===== src/pkg/prbc_pkg.sv =====
// package: register offsets, bit positions, reset values and codes for the rx gate / loopback control
//
// What this block does
// - rx disable blocks packets, link stays up
// - disable mid-packet: finish packet, then block
// - enable mid-packet: stay blocked until packet ends
// - compatibility mode ignores rx-disable and reset writes
// - indicator one: integrity monitor or tx activity
// - indicator four: duplex, or polarity at 10
// - digital reset restores the 17h, 18h and 1Ch registers; rx disable clears, so the rx gate reopens once no packet is in flight
// - false carrier: rx_er high, dv low, 1110
// - coder bypass: dv low, five-bit 11110
// - alignment bypass: never report false carrier
// - bit 14 bypasses coder, reset from strap
// - bit 13 bypasses scrambler, reset from strap
// - bit 12 bypasses alignment path, strap reset
// - bit 11 loops manchester coder output back
// - bit 10 picks fiber driver load strength
// - remote loopback echoes line data, ignores tx
// - both loopbacks set: enter neither
// - bit 8 medium loopback feeds scrambled data back
package prbc_pkg;
  localparam logic [4:0] PRBC_ADDR_CFG = 5'h17;
  localparam logic [4:0] PRBC_ADDR_LBE = 5'h18;
  localparam logic [4:0] PRBC_ADDR_TCFG = 5'h1C;
  // config register fields
  localparam int PRBC_CFG_RXDIS = 3;
  localparam int PRBC_CFG_IND1 = 2;
  localparam int PRBC_CFG_IND4 = 1;
  localparam int PRBC_CFG_DRST = 0;
  // loopback / bypass register fields
  localparam int PRBC_LBE_BADSSD = 15;
  localparam int PRBC_LBE_BPCODE = 14;
  localparam int PRBC_LBE_BPSCRM = 13;
  localparam int PRBC_LBE_BPALN = 12;
  localparam int PRBC_LBE_MLOOP = 11;
  localparam int PRBC_LBE_FXDRV = 10;
  localparam int PRBC_LBE_RLOOP = 9;
  localparam int PRBC_LBE_PLOOP = 8;
  // compatibility-mode bit position inside 1Ch
  localparam int PRBC_TCFG_COMPAT = 13;
  localparam logic [15:0] PRBC_CFG_RST = 16'h0000;
  localparam logic [15:0] PRBC_LBE_RST = 16'h8000;
  localparam logic [15:0] PRBC_TCFG_RST = 16'h0000;
  // false carrier codes on the receive bus
  localparam logic [3:0] PRBC_FC_NIB = 4'hE;
  localparam logic [4:0] PRBC_FC_SYM = 5'h1E;
  // cycles the internal digital reset is held
  localparam int PRBC_DRST_CYC = 4;
endpackage


===== src/hdl/prbc_ctrl.sv =====
// top: control registers, rx gating, false carrier report, loopback and led select
`timescale 1ns/1ps
module prbc_ctrl
  import prbc_pkg::*;
(
  input wire logic clk,
  input wire logic nrst,
  // management register port
  input wire logic reg_wr,
  input wire logic [4:0] reg_addr,
  input wire logic [15:0] reg_wdata,
  output logic [15:0] reg_rdata,
  // straps
  input wire logic coder_bypass_strap,
  input wire logic scrambler_bypass_strap,
  input wire logic alignment_bypass_strap,
  // status from the datapath
  input wire logic carrier_integrity_monitor,
  input wire logic tx_activity,
  input wire logic full_duplex,
  input wire logic polarity_rev,
  input wire logic speed_100,
  input wire logic false_carrier,
  // receive from line side
  input wire logic line_rx_dv,
  input wire logic line_rx_er,
  input wire logic [4:0] line_rxd,
  // mii transmit from mac
  input wire logic mii_tx_en,
  input wire logic [3:0] mii_txd,
  // mii receive to mac
  output logic mii_rx_dv,
  output logic mii_rx_er,
  output logic [4:0] mii_rxd,
  // transmit toward line
  output logic line_tx_en,
  output logic [3:0] line_txd,
  // control outputs
  output logic indicator_one_pin,
  output logic indicator_four_pin,
  output logic coder_bypass,
  output logic scrambler_bypass,
  output logic align_bypass,
  output logic manchester_coder_loop,
  output logic fiber_driver_strength,
  output logic pmd_loop,
  output logic digital_reset
);
  ////////////////////////////////////////////////////////////////////////////
  // reset synchroniser
  logic rs1_r, rs2_r; // rs1_r feeds only rs2_r
  always_ff @(posedge clk or negedge nrst)
  begin
    if (!nrst)
    begin
      rs1_r <= 1'b0;
      rs2_r <= 1'b0;
    end
    else
    begin
      rs1_r <= 1'b1;
      rs2_r <= rs1_r;
    end
  end

  ////////////////////////////////////////////////////////////////////////////
  // digital reset pulse, counts itself out
  logic [2:0] drst_cnt_r; // nonzero while digital reset runs
  logic drst_go; // write of one to the reset bit
  logic compat; // compatibility mode
  always_ff @(posedge clk or negedge rs2_r)
  begin
    if (!rs2_r)
    begin
      drst_cnt_r <= 3'h0;
    end
    else if (drst_go)
    begin
      drst_cnt_r <= 3'(PRBC_DRST_CYC);
    end
    else if (drst_cnt_r != 3'h0)
    begin
      drst_cnt_r <= drst_cnt_r - 3'h1;
    end
  end
  // soft reset feeds registers synchronously, keeping async reset constant-only
  logic srst;
  assign srst = (drst_cnt_r != 3'h0);

  ////////////////////////////////////////////////////////////////////////////
  // strap capture: first clocked cycle after any reset
  logic strap_load_r; // high one cycle after release / soft reset
  always_ff @(posedge clk or negedge rs2_r)
  begin
    if (!rs2_r)
    begin
      strap_load_r <= 1'b1;
    end
    else
    begin
      strap_load_r <= srst;
    end
  end

  ////////////////////////////////////////////////////////////////////////////
  // registers
  logic [15:0] cfg_r, lbe_r, tcfg_r;
  logic wr_cfg, wr_lbe, wr_tcfg;
  assign wr_cfg = reg_wr && (reg_addr == PRBC_ADDR_CFG);
  assign wr_lbe = reg_wr && (reg_addr == PRBC_ADDR_LBE);
  assign wr_tcfg = reg_wr && (reg_addr == PRBC_ADDR_TCFG);
  assign compat = tcfg_r[PRBC_TCFG_COMPAT];
  assign drst_go = wr_cfg && reg_wdata[PRBC_CFG_DRST] && !compat && !srst;

  // config register; reset bit reads one while reset runs
  always_ff @(posedge clk or negedge rs2_r)
  begin
    if (!rs2_r)
    begin
      cfg_r <= PRBC_CFG_RST;
    end
    else if (srst)
    begin
      cfg_r <= PRBC_CFG_RST;
    end
    else if (wr_cfg)
    begin
      cfg_r[PRBC_CFG_IND1] <= reg_wdata[PRBC_CFG_IND1];
      cfg_r[PRBC_CFG_IND4] <= reg_wdata[PRBC_CFG_IND4];
      if (!compat)
      begin
        cfg_r[PRBC_CFG_RXDIS] <= reg_wdata[PRBC_CFG_RXDIS];
      end
    end
  end

  // loopback register; strap bits load after reset
  always_ff @(posedge clk or negedge rs2_r)
  begin
    if (!rs2_r)
    begin
      lbe_r <= PRBC_LBE_RST;
    end
    else if (srst)
    begin
      lbe_r <= PRBC_LBE_RST;
    end
    else if (strap_load_r)
    begin
      lbe_r[PRBC_LBE_BPCODE] <= coder_bypass_strap;
      lbe_r[PRBC_LBE_BPSCRM] <= scrambler_bypass_strap;
      lbe_r[PRBC_LBE_BPALN] <= alignment_bypass_strap;
    end
    else if (wr_lbe)
    begin
      lbe_r[15:8] <= reg_wdata[15:8];
    end
  end

  // 1Ch holds only the compatibility bit here
  always_ff @(posedge clk or negedge rs2_r)
  begin
    if (!rs2_r)
    begin
      tcfg_r <= PRBC_TCFG_RST;
    end
    else if (srst)
    begin
      tcfg_r <= PRBC_TCFG_RST;
    end
    else if (wr_tcfg)
    begin
      tcfg_r[PRBC_TCFG_COMPAT] <= reg_wdata[PRBC_TCFG_COMPAT];
    end
  end

  // read mux, registered; unmapped reads zero
  always_ff @(posedge clk or negedge rs2_r)
  begin
    if (!rs2_r)
    begin
      reg_rdata <= 16'h0000;
    end
    else
    begin
      unique case (reg_addr)
        PRBC_ADDR_CFG: reg_rdata <= {cfg_r[15:1], srst};
        PRBC_ADDR_LBE: reg_rdata <= lbe_r;
        PRBC_ADDR_TCFG: reg_rdata <= tcfg_r;
        default: reg_rdata <= 16'h0000;
      endcase
    end
  end

  ////////////////////////////////////////////////////////////////////////////
  // receive gate
  logic gate_open;
  logic rx_dis_eff;
  assign rx_dis_eff = cfg_r[PRBC_CFG_RXDIS] && !compat;
  prbc_rx_gate u_gate (
    .clk(clk),
    .rst_n(rs2_r),
    .disable_req(rx_dis_eff),
    .pkt_active(line_rx_dv),
    .gate_open(gate_open)
  );

  ////////////////////////////////////////////////////////////////////////////
  // loopback selection
  logic rloop_eff, ploop_eff;
  assign rloop_eff = lbe_r[PRBC_LBE_RLOOP] && !lbe_r[PRBC_LBE_PLOOP];
  assign ploop_eff = lbe_r[PRBC_LBE_PLOOP] && !lbe_r[PRBC_LBE_RLOOP];

  // mii receive path: gating and false carrier codes
  always_ff @(posedge clk or negedge rs2_r)
  begin
    if (!rs2_r)
    begin
      mii_rx_dv <= 1'b0;
      mii_rx_er <= 1'b0;
      mii_rxd <= 5'h00;
    end
    else if (!gate_open || srst)
    begin
      // link logic untouched; only the mac sees silence
      mii_rx_dv <= 1'b0;
      mii_rx_er <= 1'b0;
      mii_rxd <= 5'h00;
    end
    else if (false_carrier && lbe_r[PRBC_LBE_BADSSD] && !lbe_r[PRBC_LBE_BPALN])
    begin
      mii_rx_dv <= 1'b0;
      if (lbe_r[PRBC_LBE_BPCODE])
      begin
        mii_rx_er <= 1'b0;
        mii_rxd <= PRBC_FC_SYM;
      end
      else
      begin
        mii_rx_er <= 1'b1;
        mii_rxd <= {1'b0, PRBC_FC_NIB};
      end
    end
    else
    begin
      mii_rx_dv <= line_rx_dv;
      mii_rx_er <= line_rx_er;
      mii_rxd <= line_rxd;
    end
  end

  // transmit path: remote loopback echoes line data
  always_ff @(posedge clk or negedge rs2_r)
  begin
    if (!rs2_r)
    begin
      line_tx_en <= 1'b0;
      line_txd <= 4'h0;
    end
    else if (rloop_eff)
    begin
      line_tx_en <= line_rx_dv;
      line_txd <= line_rxd[3:0];
    end
    else
    begin
      line_tx_en <= mii_tx_en && !srst;
      line_txd <= mii_txd;
    end
  end

  ////////////////////////////////////////////////////////////////////////////
  // leds and control outputs
  always_ff @(posedge clk or negedge rs2_r)
  begin
    if (!rs2_r)
    begin
      indicator_one_pin <= 1'b0;
      indicator_four_pin <= 1'b0;
      coder_bypass <= 1'b0;
      scrambler_bypass <= 1'b0;
      align_bypass <= 1'b0;
      manchester_coder_loop <= 1'b0;
      fiber_driver_strength <= 1'b0;
      pmd_loop <= 1'b0;
      digital_reset <= 1'b0;
    end
    else
    begin
      indicator_one_pin <= cfg_r[PRBC_CFG_IND1] ? carrier_integrity_monitor
                                                : tx_activity;
      indicator_four_pin <= (cfg_r[PRBC_CFG_IND4] || speed_100) ? full_duplex
                                                                : polarity_rev;
      coder_bypass <= lbe_r[PRBC_LBE_BPCODE];
      scrambler_bypass <= lbe_r[PRBC_LBE_BPSCRM];
      align_bypass <= lbe_r[PRBC_LBE_BPALN];
      manchester_coder_loop <= lbe_r[PRBC_LBE_MLOOP];
      fiber_driver_strength <= lbe_r[PRBC_LBE_FXDRV];
      pmd_loop <= ploop_eff;
      digital_reset <= srst;
    end
  end
endmodule


===== src/hdl/prbc_rx_gate.sv =====
// rx gate: packet-boundary gating of receive data toward the mac
`timescale 1ns/1ps
module prbc_rx_gate
  import prbc_pkg::*;
(
  input wire logic clk,
  input wire logic rst_n,
  input wire logic disable_req,
  input wire logic pkt_active,
  output logic gate_open
);
  // gate state only moves while no packet is in flight
  always_ff @(posedge clk or negedge rst_n)
  begin
    if (!rst_n)
    begin
      gate_open <= 1'b1;
    end
    else if (!pkt_active)
    begin
      gate_open <= !disable_req;
    end
  end
endmodule


===== config.mk =====
export PLATFORM = sky130hd
export DESIGN_NAME = prbc_ctrl
export DESIGN_NICKNAME = d
export VERILOG_FILES = /design/src/pkg/prbc_pkg.sv /design/src/hdl/prbc_ctrl.sv /design/src/hdl/prbc_rx_gate.sv
export SDC_FILE = /design/constraint.sdc
export NUM_CORES = 1
export LEC_CHECK = 0
export BUFFER_PORTS_ARGS = -buffer_cell sky130_fd_sc_hd__buf_2
export CAP_MARGIN = 5
export CORE_MARGIN = 2
export CORE_UTILIZATION = 51
export CTS_CLUSTER_SIZE = 28
export DETAILED_ROUTE_END_ITERATION = 7
export GPL_TIMING_DRIVEN = 1
export HOLD_SLACK_MARGIN = 0.08
export PLACE_DENSITY_LB_ADDON = 0.3
export SYNTH_ARGS = -nofsm -noshare
export SYNTH_HDL_FRONTEND = slang
export SYNTH_SLANG_ARGS = --single-unit
export TNS_END_PERCENT = 5

===== constraint.sdc =====
create_clock -name clk -period 4.6 [get_ports clk]
set_input_delay 0.23 -clock clk [delete_from_list [all_inputs] [get_ports clk]]
set_output_delay 0.23 -clock clk [all_outputs]
set_load 0.1 [all_outputs]

After elaboration in Yosys (flattened, before gate mapping):

Index checks and enable logic that the tools add are counted.

* register bits: 56
* input bits: 45
* output and inout bits: 37
* word-level logic and storage cells: 85

* add/sub/neg operators: 1
* equal/unequal tests: 5
* mux-type cells: 25
* reductions and logical operators: 29

Operators by type and width (number)
* 16-bit case mux with 3 select lines: 1
* 8-bit two-way mux: 2
* 5-bit == test, second input constant: 3
* 3-bit two-way mux: 5
* 5-bit two-way mux: 3
* 1-bit logical AND: 12
* 1-bit two-way mux: 12
* 4-bit two-way mux: 2
* 2-bit nonzero test: 4
* 1-bit zero test: 7
* 3-bit nonzero test: 2
* 2-bit != test, second input constant: 2
* 2-bit AND reduction: 2
* 3-bit by 1-bit subtractor with 3-bit output, second input constant: 1
* 1-bit logical OR: 2

Logic depth before layout (Yosys ltp):

* depth after elaboration: 6
* gate-level depth with buffers: 8
* mapped depth without buffers: 6

Hierarchy:

A second synthesis with hierarchy kept.

* cell total of the unflattened synthesis: 174
* area total of the unflattened synthesis: 2074.5 µm²

Modules (own cells, without submodules)
* prbc_ctrl: instances 1, cells each 171, area each 2039.5 µm², seq. area each 1278.7 µm²
* prbc_rx_gate: instances 1, cells each 3, area each 35.0 µm², seq. area each 26.3 µm²

Least setup slack after synthesis:

Ideal clock, no wire load.

* path kind: register -> register
* start: reg drst_cnt_r[0]
* end: reg drst_cnt_r[0]
* setup time: 0.126 ns
* data arrival time: 1.238 ns
* setup slack: 3.236 ns
* stages on the path, launching flop included: 9
* buffers on the path: 2
* path through: dfrtp_1 > inv_1 > ha_1 > nor2b_1 > buf_2 > inv_1 > buf_2 > nand2_1 > o21ai_0

* word-level cells in the longest chain between the ends: 4
* elaborated cells between the ends (all ways): 7
* those cells by class: add/sub: 1; mux: 2; reduce/logical: 4

RTL lines
* start: declaration: RTL line prbc_ctrl.sv:68 `logic [2:0] drst_cnt_r;`
* start signal: assignment: RTL line prbc_ctrl.sv:79 `drst_cnt_r <= 3'(PRBC_DRST_CYC);`
* start signal: assignment: RTL line prbc_ctrl.sv:83 `drst_cnt_r <= drst_cnt_r - 3'h1;`
* 3-bit nonzero test *: RTL line prbc_ctrl.sv:88 `assign srst = (drst_cnt_r != 3'h0);`
* net srst: RTL line prbc_ctrl.sv:87 `logic srst;`
* 1-bit zero test: RTL line prbc_ctrl.sv:113 `assign drst_go = wr_cfg && reg_wdata[PRBC_CFG_DRST] && !compat && !srst;`
* 1-bit logical AND: RTL line prbc_ctrl.sv:113
* 3-bit two-way mux or 2-bit nonzero test (tied branches)

Mark *: on every way through the listed nets, which the timed path passes. The rest lies on a longest branch. The select of a mux whose other input is x is not followed.
A chain may end at the register's enable or synchronous reset.

Worst setup path in the final report:

* start: reg drst_cnt_r[0]
* end: reg reg_rdata[0]

* word-level cells in the longest chain between the ends: 2

RTL lines
* 3-bit nonzero test: RTL line prbc_ctrl.sv:88
* 16-bit case mux with 3 select lines: RTL line prbc_ctrl.sv:186 `unique case (reg_addr)`
* end signal: assignment: RTL line prbc_ctrl.sv:187 `PRBC_ADDR_CFG: reg_rdata <= {cfg_r[15:1], srst};`
* end signal: assignment: RTL line prbc_ctrl.sv:188 `PRBC_ADDR_LBE: reg_rdata <= lbe_r;`
* end signal: assignment: RTL line prbc_ctrl.sv:189 `PRBC_ADDR_TCFG: reg_rdata <= tcfg_r;`
* end: declaration: RTL line prbc_ctrl.sv:12 `output logic [15:0] reg_rdata,`

No other way between the ends.

==> metrics.md <==
| Metric | Value |
|---|---|
| Yosys reg bits | 52 |
| HP Class | input port to flip-flop |
| WL final | 3.91 mm |
| Gate count after technology mapping | 174 |
| CP startpoint kind | flip-flop |
| Leak | 1.35 nW |
| Non-Filler Instances | 297 |
| Hold path cells | 2 |
| Layout area overhead | 23.3% |
| Via count | 1492 |
| Yosys Warn Count | 0 |
| CTS clk-pin slew, worst paths | 0.09 ns |
| Final setup TNS | 0 ns |
| Worst Path Required | 4.80 ns |
| Worst-skew pair later-pin latency | 0.30 ns |
| Post-DP HPWL | 2.87 mm |
| CTS resizes | 0 |
| Nets | 293 |
| Die X | 67.8 microns |
| Total track usage | 0.180 |
| CTS max path bufs | 2 |
| CTS tree | built |
| Vias per Instance | 5.02 |
| EDFF count, synth | 0 |
| Placed cells | 288 |
| Crit Path Max Fanout | 15 |
| DRT Pass-1 Iters | 5 |
| Vias in the first global route | 1366 |
| PD cells | 536 nW/um^2 |
| Setup WS pre-CTS | 2.65 ns |
| Post-route ant nets | 0 |
| Synth cell types | 41 |
| Critical path type | flip-flop to flip-flop |
| Sink Count | 52 |
| PortBufs | 73 |
| Max Cap Viol | 0 |
| Worst Skew | 0.00325 ns |
| WL/cell | 13.2 microns |
| Mapped Avg Cell Area | 11.9 sq um |
| Total power | 1.37 mW |
| RSZ-0062 raised after global routing | no |
| Max-slew headroom | 0.316 |
| Synth top area share | 0.591 |
| Most instantiated cells after synthesis | dfrtp_1, a21oi_1, o21ai_0, inv_1, nand2_1 |
| Crit path capture type | flip-flop |
| CP Data Arrival Time | 2.17 ns |
| Boundary pin count | 82 |
| Dominant synthesized flop cell | dfrtp_1 |
| Largest cells by area after synthesis | dfrtp_1, dfstp_2, mux2_2, a21oi_1, o21ai_0 |
| Cell Rows | 23 |
| Final Cycle Share | 0.428 |
| Postcts setup bufs | 0 |
| N_diodes | 0 |
| Core ar. | 3970 sq um |
| H-tree depth | 2 |
| Area leader, netlist | dfrtp_1 |
| Sequential fraction of the synthesis area | 0.629 |
| Residual DRC | 0 |
| GRT overflow | 0 |
| Gpl congestion | 0.797 |
| Iteration-0 DRC Markers | 87 |
| Final setup fails | 0 |
| Final worst setup slack | 2.63 ns |
| Number of fillers in the final layout | 337 |
| Fmax | 508 MHz |
| Maximum VDD drop | 0.000226 V |
| Status | finished clean |
| Pin count of the biggest net entering global routing | 51 |
| Clk root buf | clkbuf_8 |
| Layout Utilization | 0.645 |
| Ys async rst share | 1.00 |
| Starting Density | 0.523 |
| Layout cells sized above 1 | 0.401 |
| Tightest Pin Transition | 1.03 ns |
| Hold Fails Final Rpt | 0 |
| Area of the mapped netlist | 2080 sq um |
| Global-route wire length before repair | 6.07 mm |
| Most frequent cell after synthesis | dfrtp_1 |
| Worst-case reg-to-reg path depth | 5 |
| CTS buffer count | 5 |
| DIE AREA | 4600 sq um |
| Crit path time final | 1.97 ns |
| Height of the die | 67.8 microns |
| Final Slew Violations | 0 |
| Initial antenna violation count | 0 |
==> kinds of logic after synthesis <==
| family | Yosys count | synth area share |
|---|---|---|
| simple gates | 52 | 0.160 |
| other cells | 2 | 0.00362 |
| buf+inv | 23 | 0.0573 |
| compound gates | 35 | 0.0958 |
| fa+ha+maj | 2 | 0.0121 |
| mux | 8 | 0.0422 |
| flops | 52 | 0.629 |
==> layout by cell type, fill, tap and decap left out, drive strengths merged, types with 2 or more instances in the layout <==
master	count
a31oi	3
mux2i	2
dfstp	3
clkbuf	5
inv	11
nand2	8
ha	2
a221oi	3
nand4	3
a21oi	13
mux2	6
and2	7
nor3b	2
and3	5
dfrtp	49
nor2b	4
nor2	4
o21ai	13
buf	73
conb	5
nand3	7
and4	2
==> path summary, 6_finish.rpt <==
kind                          startpoint          endpoint  slack [ns]
min                           line_rx_dv  u_gate.gate_open        0.11
max in group asynchronous          rs2_r       line_txd[1]        3.52
max reg2reg                drst_cnt_r[0]      reg_rdata[0]        2.63
min reg2reg                        rs1_r             rs2_r        0.35
max                        drst_cnt_r[0]      reg_rdata[0]        2.63
min in group asynchronous           nrst             rs2_r        0.24
==> layer usage <==
layer  track usage  part of all wire  up-vias
met2         0.303              0.46       65
met4        0.0600             0.011        0
met3        0.0500             0.083        6
met1         0.226              0.44      688
li1              -                 -      733
met5             0                 0        -
==> through the flow <==
step / hold slack (ns) / cell area [sq um]
4_1_cts: 0.0970 / 2560
5_1_grt: 0.116 / 2560
2_1_floorplan: -0.0656 / 2090
3_3_place_gp: 0.0154 / 2440
3_5_place_dp: 0.0173 / 2440
6_report: 0.109 / 2560
==> critical path, stage by stage, from the launching register on <==
cell,delay (ns)
dfrtp_1,0.39
inv_1,0.09
ha_1,0.16
nor2b_1,0.50
inv_1,0.41
and3_2,0.31
==> timing repair <==
| action | 4_1_cts | 5_1_grt |
|---|---|---|
| setup endpoints to repair | 0 | 0 |
| hold buffers | 1 | 0 |
| endpoints found under the hold margin | 2 | 0 |
==> final cells by class <==
class | instances | area [sq um] | area share
Clock inverter | 3 | 42.5 | 0.0166
Clock buffer | 5 | 68.8 | 0.0269
Multi-Input combinational cell | 102 | 663 | 0.259
Tap cell | 50 | 62.6 | 0.0244
Sequential cell | 52 | 1310 | 0.510
Timing Repair Buffer | 74 | 375 | 0.147
Inverter | 11 | 41.3 | 0.0161
==> report_power, final <==
group	leakage [nW]	switching, mW	internal (mW)
logic	0.613	0.406	0.0930
registers	0.681	0.0426	0.526
clock network	0.0541	0.143	0.161
total	1.35	0.592	0.780
==> registers in the layout (all words and copies together), names as in the netlist <==
signal                 cells
u_gate.gate_open           1
strap_load_r               1
pmd_loop                   1
mii_rxd                    5
indicator_four_pin         1
lbe_r                      8
reg_rdata                 12
align_bypass               1
mii_rx_er                  1
manchester_coder_loop      1
mii_rx_dv                  1
indicator_one_pin          1
line_tx_en                 1
coder_bypass               1
scrambler_bypass           1
line_txd                   4
digital_reset              1
rs1_r                      1
tcfg_r                     1
drst_cnt_r                 3
fiber_driver_strength      1
rs2_r                      1
cfg_r                      3
No activity file was read; power rests on OpenSTA's default activity.
